### src/hw/ptc_pkg.sv
package ptc_pkg;
    // register word indices (printed offsets are four times these)
    localparam logic [4:0] PTC_IDX_PAGE_SELECT = 5'h13;
    localparam logic [4:0] PTC_IDX_CONTROL = 5'h14;
    localparam logic [4:0] PTC_IDX_TIME_DATA = 5'h15;
    localparam logic [2:0] PTC_PAGE_TIME = 3'h4;
    localparam logic [2:0] PTC_PAGE_RESET = 3'h0;
    // control field positions
    localparam int PTC_SEL_LSB = 10;
    localparam int PTC_BIT_DISABLE = 9;
    localparam int PTC_BIT_ENABLE = 8;
    localparam int PTC_BIT_READBACK = 7;
    localparam int PTC_BIT_LOAD = 6;
    localparam int PTC_BIT_SAMPLE = 5;
    localparam logic [2:0] PTC_SEL_RESET = 3'h0;
    // trigger layout and clock width
    localparam int PTC_NUM_TRIG = 8;
    localparam int PTC_TRIG_WORDS = 4;
    localparam int PTC_TIME_WORDS = 4;
    localparam logic [31:0] PTC_UNMAPPED_DATA = 32'h0000_0000;
    typedef enum logic [1:0] {PTC_IDLE, PTC_READBACK, PTC_LOAD, PTC_CLOCK} ptc_mode_e;
endpackage : ptc_pkg

### src/hw/ptc_control.sv
`timescale 1ns/1ps
// Function
// base registers reachable only on page four
// top three control bits read zero
// three-bit trigger select, reset zero
// disable strobe disables trigger, reads zero
// disabled trigger keeps driving its pin
// enable strobe enables trigger, reads zero
// readback start streams fields via data port
// program start disables, then writes load fields
// load ends on all fields or enable
// sample strobe captures clock time, reads zero
// one word per access, zero past end
// zero writes harmless, clear on own clock
module ptc_control
    import ptc_pkg::*;
#(
    parameter int NUM_TRIG = ptc_pkg::PTC_NUM_TRIG,
    parameter int TRIG_WORDS = ptc_pkg::PTC_TRIG_WORDS,
    parameter int TIME_WORDS = ptc_pkg::PTC_TIME_WORDS
)
(
    // clock and reset
    input wire logic i_sys_clk,
    input wire logic i_rstn,
    // avalon-mm slave
    input wire logic [6:0] i_avs_address,
    input wire logic i_avs_read,
    input wire logic i_avs_write,
    input wire logic [31:0] i_avs_writedata,
    input wire logic [3:0] i_avs_byteenable,
    output logic [31:0] o_avs_readdata,
    output logic o_avs_waitrequest,
    // protocol clock and trigger outputs
    input wire logic [16*TIME_WORDS-1:0] i_clock_time,
    input wire logic [NUM_TRIG-1:0] i_trig_value,
    output logic [NUM_TRIG-1:0] o_trig_enabled,
    output logic [NUM_TRIG-1:0] o_trig_pin,
    output logic [16*TRIG_WORDS-1:0] o_trig_fields [NUM_TRIG]
);
    import ptc_pkg::*;

    localparam int IW = $clog2(TRIG_WORDS + TIME_WORDS + 1);

    logic [2:0] page;
    logic [2:0] trigger_select_field;
    ptc_mode_e mode;
    logic [16*TRIG_WORDS-1:0] fields [NUM_TRIG];
    logic [NUM_TRIG-1:0] enabled;
    logic [16*TIME_WORDS-1:0] sample;
    logic [31:0] readdata;
    logic ack;
    logic [IW-1:0] widx;
    logic wdone;

    // one wait state: the request is answered the edge after it is seen
    wire req = (i_avs_read || i_avs_write) && !ack;
    wire [4:0] idx = i_avs_address[6:2];
    wire lo_en = i_avs_byteenable[0];
    wire hi_en = i_avs_byteenable[1];
    wire full_en = lo_en && hi_en;
    wire on_page = (page == PTC_PAGE_TIME);
    wire sel_page = (idx == PTC_IDX_PAGE_SELECT);
    wire sel_ctl = on_page && (idx == PTC_IDX_CONTROL);
    wire sel_tdr = on_page && (idx == PTC_IDX_TIME_DATA);
    wire wr = req && i_avs_write;
    wire rd = req && i_avs_read;
    // command bits only act when the high byte lane carries them
    wire wr_ctl = wr && sel_ctl && hi_en;
    wire cmd_dis = wr_ctl && i_avs_writedata[PTC_BIT_DISABLE];
    wire cmd_en = wr_ctl && i_avs_writedata[PTC_BIT_ENABLE];
    wire cmd_rd = wr_ctl && lo_en && i_avs_writedata[PTC_BIT_READBACK];
    wire cmd_ld = wr_ctl && lo_en && i_avs_writedata[PTC_BIT_LOAD];
    wire cmd_smp = wr_ctl && lo_en && i_avs_writedata[PTC_BIT_SAMPLE];
    wire [2:0] next_sel = i_avs_writedata[PTC_SEL_LSB +: 3];
    wire [2:0] act_sel = wr_ctl ? next_sel : trigger_select_field;
    wire tdr_step = sel_tdr && full_en && (rd || wr) && mode != PTC_IDLE;
    wire restart = cmd_rd || cmd_ld || cmd_smp;
    wire [IW-1:0] nwords = (mode == PTC_CLOCK) ? IW'(TIME_WORDS) : IW'(TRIG_WORDS);
    wire in_range = widx < nwords;
    wire [15:0] trig_word = fields[trigger_select_field][16*widx[$clog2(TRIG_WORDS+1)-1:0] +: 16];
    wire [15:0] time_word = sample[16*widx +: 16];
    wire [15:0] tdr_word = !in_range ? 16'h0000 : (mode == PTC_CLOCK) ? time_word :
                           (mode == PTC_READBACK) ? trig_word : 16'h0000;
    // disable, enable, readback and sample strobes never stored, so they read zero
    wire [15:0] ctl_word = {3'h0, trigger_select_field, 10'h000};
    wire [15:0] ctl_rd = (mode == PTC_LOAD) ? (ctl_word | 16'h0040) : ctl_word;
    wire [31:0] next_readdata = sel_page ? {29'h0, page} :
                                sel_ctl ? {16'h0000, ctl_rd} :
                                sel_tdr ? {16'h0000, tdr_word} : PTC_UNMAPPED_DATA;
    wire load_last = (mode == PTC_LOAD) && wr && tdr_step && (widx == IW'(TRIG_WORDS - 1));

    ptc_word_seq #(.WORDS(TRIG_WORDS + TIME_WORDS)) u_seq
    (
        .i_sys_clk(i_sys_clk),
        .i_rstn(i_rstn),
        .i_restart(restart),
        .i_step(tdr_step),
        .o_index(widx),
        .o_done(wdone)
    );

    always_ff @(posedge i_sys_clk)
    begin
        if (!i_rstn)
        begin
            ack <= 1'b0;
            readdata <= 32'h0000_0000;
        end
        else
        begin
            ack <= req;
            readdata <= rd ? next_readdata : 32'h0000_0000;
        end
    end

    always_ff @(posedge i_sys_clk)
    begin
        if (!i_rstn)
        begin
            page <= PTC_PAGE_RESET;
            trigger_select_field <= PTC_SEL_RESET;
        end
        else
        begin
            if (wr && sel_page && lo_en)
                page <= i_avs_writedata[2:0];
            if (wr_ctl)
                trigger_select_field <= next_sel;
        end
    end

    // mode ends the load on last field or enable; self-clear is local
    always_ff @(posedge i_sys_clk)
    begin
        if (!i_rstn)
            mode <= PTC_IDLE;
        else if (cmd_ld)
            mode <= PTC_LOAD;
        else if (cmd_rd)
            mode <= PTC_READBACK;
        else if (cmd_smp)
            mode <= PTC_CLOCK;
        else if (mode == PTC_LOAD && (cmd_en || load_last))
            mode <= PTC_IDLE;
    end

    always_ff @(posedge i_sys_clk)
    begin
        if (!i_rstn)
            enabled <= '0;
        else if (cmd_ld || cmd_dis)
            enabled[act_sel] <= 1'b0;
        else if (cmd_en)
            enabled[act_sel] <= 1'b1;
    end

    always_ff @(posedge i_sys_clk)
    begin
        if (!i_rstn)
            sample <= '0;
        else if (cmd_smp)
            sample <= i_clock_time;
    end

    // field store needs no reset; software loads before enabling
    always_ff @(posedge i_sys_clk)
    begin
        if (mode == PTC_LOAD && wr && tdr_step && in_range)
            fields[trigger_select_field][16*widx[$clog2(TRIG_WORDS+1)-1:0] +: 16] <=
                i_avs_writedata[15:0];
    end

    assign o_avs_waitrequest = req;
    assign o_avs_readdata = readdata;
    assign o_trig_enabled = enabled;
    // pin keeps the trigger value whether enabled or not
    assign o_trig_pin = i_trig_value;
    assign o_trig_fields = fields;
endmodule : ptc_control

### src/hw/ptc_word_seq.sv
`timescale 1ns/1ps
module ptc_word_seq
#(
    parameter int WORDS = 4
)
(
    // clock and reset
    input wire logic i_sys_clk,
    input wire logic i_rstn,
    // control
    input wire logic i_restart,
    input wire logic i_step,
    // state
    output logic [$clog2(WORDS+1)-1:0] o_index,
    output logic o_done
);
    logic [$clog2(WORDS+1)-1:0] index;
    localparam logic [$clog2(WORDS+1)-1:0] LAST = ($clog2(WORDS+1))'(WORDS);

    always_ff @(posedge i_sys_clk)
    begin
        if (!i_rstn || i_restart)
            index <= '0;
        else if (i_step && index != LAST)
            index <= index + 1'b1;
    end

    assign o_index = index;
    assign o_done = (index == LAST);
endmodule : ptc_word_seq

### config.mk
export PLATFORM = sky130hd
export DESIGN_NAME = ptc_control
export DESIGN_NICKNAME = d
export VERILOG_FILES = /design/src/hw/ptc_pkg.sv /design/src/hw/ptc_control.sv /design/src/hw/ptc_word_seq.sv
export SDC_FILE = /design/constraint.sdc
export NUM_CORES = 1
export LEC_CHECK = 0
export BUFFER_PORTS_ARGS = -buffer_cell sky130_fd_sc_hd__buf_4
export CAP_MARGIN = 15
export CORE_MARGIN = 2
export CORE_UTILIZATION = 30
export CTS_BUF_LIST = sky130_fd_sc_hd__clkbuf_4 sky130_fd_sc_hd__clkbuf_8
export DETAILED_ROUTE_END_ITERATION = 10
export PLACE_DENSITY_LB_ADDON = 0.2
export SYNTH_ARGS = -nofsm -noshare
export SYNTH_HDL_FRONTEND = slang
export SYNTH_SLANG_ARGS = --single-unit
### constraint.sdc
create_clock -name i_sys_clk -period 3.8 [get_ports i_sys_clk]
set_input_delay 0.57 -clock i_sys_clk [delete_from_list [all_inputs] [get_ports i_sys_clk]]
set_output_delay 0.57 -clock i_sys_clk [all_outputs]
set_load 0.01 [all_outputs]
## Word-level counts from Yosys, hierarchy flattened

Index checks and enable logic that the tools add are counted.

| word-level totals | value |
|---|---|
| input port bits | 119 |
| output and inout port bits | 561 |
| flip-flop bits (word level) | 629 |
| logic and storage cells | 111 |

| cells by class | value |
|---|---|
| shift operators | 4 |
| bitwise gates (word level) | 6 |
| reduce and logical (&&, ||, !) cells | 44 |
| $add $sub $neg | 2 |
| equal/unequal tests | 9 |
| mux-type cells | 22 |
| magnitude comparators | 5 |

Operators with widths:

| cell | number |
|---|---|
| $bwmux 512 | 1 |
| $bmux 64 s3 | 1 |
| $demux 64 s3 | 1 |
| $mux 64 | 3 |
| $mux 16 | 5 |
| $shift 16x34->64 const A | 1 |
| $shiftx 16x34->64 | 1 |
| $shiftx 64x8->16 | 1 |
| $shiftx 64x9->16 | 1 |
| $neg 7->34 | 1 |
| $logic_and 1x1->1 | 27 |
| $mux 8 | 2 |
| $eq 5x5->1 const B | 3 |
| $and 8x8->8 | 1 |
| $mux 2 | 4 |
| $not 8->8 | 1 |
| $or 8x8->8 | 1 |
| $logic_or 1x1->1 | 7 |
| $mux 7 | 1 |
| $mux 3 | 2 |
| $add 4x1->4 const B | 1 |
| $eq 2x2->1 const B | 2 |
| $eq 4x2->1 const B | 1 |
| $ge 4x4->1 const B | 1 |
| other kinds (19) | 22 |

## Logic depth before layout (Yosys ltp)

| depth | value |
|---|---|
| word-level depth | 14 |
| depth in mapped cells | 12 |
| gate-level depth less buffers | 7 |

## Cells and area by module

Synthesis repeated with hierarchy kept, for this count alone.

| second synthesis, totals | value |
|---|---|
| cells, all modules | 1731 |
| area total of the unflattened synthesis | 25231.7 um2 |

By module, submodules not included:

| module | area each (um2) | cells an instance | times used | sequential area each (um2) |
|---|---|---|---|---|
| ptc_control | 25014.0 | 1706 | 1 | 17316.6 |
| ptc_word_seq | 217.7 | 25 | 1 | 80.1 |

## Least setup slack after synthesis

No wires, ideal clock.

| timing path | value |
|---|---|
| kind | register to register |
| start | reg u_seq.index[0] (netlist: u_seq.o_index[0]) |
| end | reg fields, in the netlist o_trig_fields[256], enable pin |
| cell stages (with the launch flop) | 10 |
| buffers on the path | 2 |
| required time | 3.391 ns |
| setup time | 0.409 ns |
| setup slack | -0.178 ns |
| data arrival time | 3.569 ns |
| path through | dfxtp_1 -> clkbuf_1 -> inv_1 -> buf_1 -> ha_1 -> ha_1 -> or4_1 -> nor2_1 -> nand3_1 -> nor3_1 |

| between the ends | value |
|---|---|
| word-level cells in the longest chain between the ends | 2 |

RTL lines:

| item | RTL line | source |
|---|---|---|
| start: declaration | ptc_word_seq.sv:17 | `logic [$clog2(WORDS+1)-1:0] index;` |
| start signal: assignment | ptc_word_seq.sv:25 | `index <= index + 1'b1;` |
| $lt 4x3->1 | ptc_control.sv:80 | `wire in_range = widx < nwords;` |
| $logic_and 1x1->1 | ptc_control.sv:169 | `if (mode == PTC_LOAD && wr && tdr_step && in_range)` |
| end signal: indexed assignment | ptc_control.sv:170 | `fields[trigger_select_field][16*widx[$clog2(TRIG_WORDS+1)-1:0] +: 16] <=` |
| end: declaration | ptc_control.sv:48 | `logic [16*TRIG_WORDS-1:0] fields [NUM_TRIG];` |

No other way between the ends.
A chain may end at the register's enable or synchronous reset.

## Worst setup path after layout

| timing path | value |
|---|---|
| start | reg trigger_select_field[1] |
| end | reg readdata[10] (netlist: o_avs_readdata[10]) |

| between the ends | value |
|---|---|
| word-level cells in the longest chain between the ends | 10 |

RTL lines:

| item | RTL line | source |
|---|---|---|
| start: declaration | ptc_control.sv:46 | `logic [2:0] trigger_select_field;` |
| start signal: assignment | ptc_control.sv:129 | `trigger_select_field <= next_sel;` |
| $not 3->4 (not written as such) | ptc_control.sv:81 | `wire [15:0] trig_word = fields[trigger_select_field][16*widx[$clog2(TRIG_WORDS+1)-1:0] +: 16];` |
| $bmux 64 s3 | ptc_control.sv:81 |  |
| $mux 64 (not written as such) (2 in a row) | ptc_control.sv:81 |  |
| $shiftx 64x8->16 | ptc_control.sv:81 |  |
| $mux 16 | ptc_control.sv:84 | `(mode == PTC_READBACK) ? trig_word : 16'h0000;` |
| $mux 16 (2 in a row) | ptc_control.sv:83 | `wire [15:0] tdr_word = !in_range ? 16'h0000 : (mode == PTC_CLOCK) ? time_word :` |
| $mux 16 | ptc_control.sv:90 | `sel_tdr ? {16'h0000, tdr_word} : PTC_UNMAPPED_DATA;` |
| $mux 16 | ptc_control.sv:89 | `sel_ctl ? {16'h0000, ctl_rd} :` |
| end signal: assignment | ptc_control.sv:113 | `readdata <= rd ? next_readdata : 32'h0000_0000;` |
| end: declaration | ptc_control.sv:51 | `logic [31:0] readdata;` |

No other way between the ends. The select of a mux whose other input is x is not followed.

==> run summary <==
Final period util: 87.3%
min Tclk post-route: 3320 ps
Area growth, synth to finish: 35.1%
Die Area: 0.0859 sq mm
multiplexer area fraction after synthesis: 10.1%
Post-CTS Repair Setup Buffers: 0
placed insts: 3348
Worst Hold Class: in -> reg
total grt overflow: 0
Adder-Cell Fraction of Synth Area: 0.150%
Via Count: 18638
hold buffer count at cts: 0
WL final: 115000 um
r2r setup slk: 480 ps
num rows: 106
Core Area: 0.0832 sq mm
Worst Reg2Reg Path Length in Cells: 8
FFs w/ async S/R, synth: 0%
Cell Count, Final, Fillers Out: 3549
Avg Cell Area, Syn: 15.1 sq um
vias per inst: 5.25
drt pass-1 iters: 5
I/O Pins: 680
outcome: finished, violations left
Post-Synth Simple-Gate Area: 7.74%
# DRC: 0
setup_tns: 0 ps
chip width: 293 um
Initial Util: 30.2%
Hold Path End: sample[3]$_SDFFE_PN0P_
Slew @ Worst Pin: 841 ps
CTS clk-pin slew, worst paths: 60 ps
worst vdd ir: 0.255 mV
final hold vios: 0
crit start category: flop
CP Max Fanout: 27
RSZ-0062 raised after global routing: no
post-route ant nets: 1
count of input and output buffers: 627
Chip Height: 293 um
compound-gate portion of the synthesized area: 9.48%
HP Start: i_clock_time[3]
Power Total: 13400 uW
Min-Delay Path Depth: 3
xor and xnor area share after synthesis: 0.105%
Critical Path AT: 3950 ps
R2R Path Start: trigger_select_field[1]$_SDFF_PN0_
share of cells above drive strength 1: 43.4%
f_max: 301 MHz
antenna violations before repair: 17
CTS tree: yes
number of global-route vias before repair: 18470
initial drt markers: 1637
synthesized area: 0.0251 sq mm
Critical Path End Type: flop
maximum clock path buffer count: 3
Max Slew Vio Count: 0
WS Path Type: reg -> reg
CTS resizes: 0
Layout Nets: 2498
largest family of logic cells by synthesized area: multiplexers
Yosys reg bits: 613
Yosys cell types: 68
Setup Skew: 73.3 ps
largest net degree at the start of global routing: 83
Detail Placement HPWL: 83600 um
EDFF count, synth: 512
sequential-to-total area share from yosys stat: 69.4%
Slew HR: 43.9%
CTS H-tree lvls: 3
max-cap check violation count: 0
Synth Instances: 1665
Crit path required time: 4430 ps
reg2reg end: o_avs_readdata[10]$_SDFF_PP0_
Fill cells: 7831
later-pin clock latency in the skew report: 760 ps
clock sink count: 613
wire per inst: 32.4 um
Power Density: 396 mW/mm^2
top_reg_cell synth: edfxtp_1
Ys Warns: 0
count of final setup violators: 0
violated checks: antenna violations
Critical Path Source: trigger_select_field[1]$_SDFF_PN0_
Leak Pwr: 0.0125 uW
final RePlAce weighted congestion: 0.851
CTS root buf: clkbuf_8
first-pass GRT wire length: 154000 um
GR Util All Layers: 26.0%
Num CTS Buffers: 106
-- placed cells by master (no fill, tap or decap), types with 16 or more instances in the layout --
master and count:
a21boi_1 54, a21oi_1 53, a221oi_1 43, a22oi_1 26
and2_1 67, buf_12 31, buf_4 694, clkbuf_4 27
clkbuf_8 111, clkinv_1 28, conb_1 16, dfxtp_1 96
edfxtp_1 512, mux2_2 35, mux2i_1 69, mux4_2 64
nand2_1 177, nor2_1 53, nor2_2 21, o21ai_0 36
-- power breakdown --
| part | leakage, uW | internal, uW | total (uW) | switching, uW |
|---|---|---|---|---|
| sequential | 0.00574 | 7200 | 7200 | 0.641 |
| clock | 0.00109 | 3140 | 5990 | 2850 |
| combinational | 0.00564 | 83.1 | 213 | 129 |
-- metrics by stage --
stage	area (sq um)	util [%]	hold WS, ps	setup WS, ps
finish	33900	40.7	115	481
CTS	33800	40.7	64.0	505
global route	33900	40.7	80.2	397
floorplan	25100	-	428	-178
global placement	31700	38.2	435	507
detailed placement	31800	38.2	442	531
-- worst max path at each step --
stage / end / depth (start not counted)
after floorplan: o_trig_fields[256]$_DFFE_PP_ / 9
after global placement: o_avs_readdata[10]$_SDFF_PP0_ / 8
after detailed placement: o_avs_readdata[10]$_SDFF_PP0_ / 8
after CTS: o_avs_readdata[10]$_SDFF_PP0_ / 8
after global routing: o_avs_readdata[12]$_SDFF_PP0_ / 10
final: o_avs_readdata[10]$_SDFF_PP0_ / 8
-- worst max-delay path, cell delays in order (launching register included) --
cell and delay, ps:
dfxtp_4 740, nor2b_4 670, buf_4 350, a21oi_1 100, o21ai_0 620, buf_4 240, a31oi_1 140, o21a_1 220
o21ai_0 140
-- layout make-up --
type	count	area (sq um)	share of cell area [%]
tap	1080	1350	3.99
sequential	613	17400	51.4
clock inverter	54	353	1.04
multi-input combinational	920	7100	21.0
timing repair buffer	726	5860	17.3
antenna	9	22.5	0.0665
inverter	9	33.8	0.0998
clock buffer	138	1730	5.11
-- cells by family after synthesis --
family,count (synthesis)
DFF,613
xor gates and xnor gates,3
muxes,168
and+or+nand+nor,407
AOI/OAI and AO/OA,323
other,1
buffers and inverters,147
adders and majority gates,3
-- routing by layer --
metal  GRT usage [%]  vias up  wire [um]
li1                -     7861          -
met1            32.4     9689      44900
met2            44.1      936      57000
met3            6.89      152       9800
met4            7.79        0       3450
met5               0        -          0
-- Yosys cell counts, types with 35 or more instances --
cell type	number	area, sq um
clkbuf_1	54	203
buf_2	38	190
dfxtp_1	101	2020
a221oi_1	43	377
nor2_1	75	282
and2_1	67	419
mux2i_1	69	691
mux4_2	64	1440
o21ai_0	36	180
a21oi_1	53	265
mux2_2	35	394
a21boi_1	54	405
nand2_1	177	664
edfxtp_1	512	15400
-- sequential cells by signal (all words and copies together), names as in the netlist, named ones only --
signal,count
ack,1
trigger_select_field,3
o_trig_fields,512
o_avs_readdata,16
mode,2
u_seq.o_index,4
page,3
sample,64
Note: power is estimated with default switching activity, not from simulation.
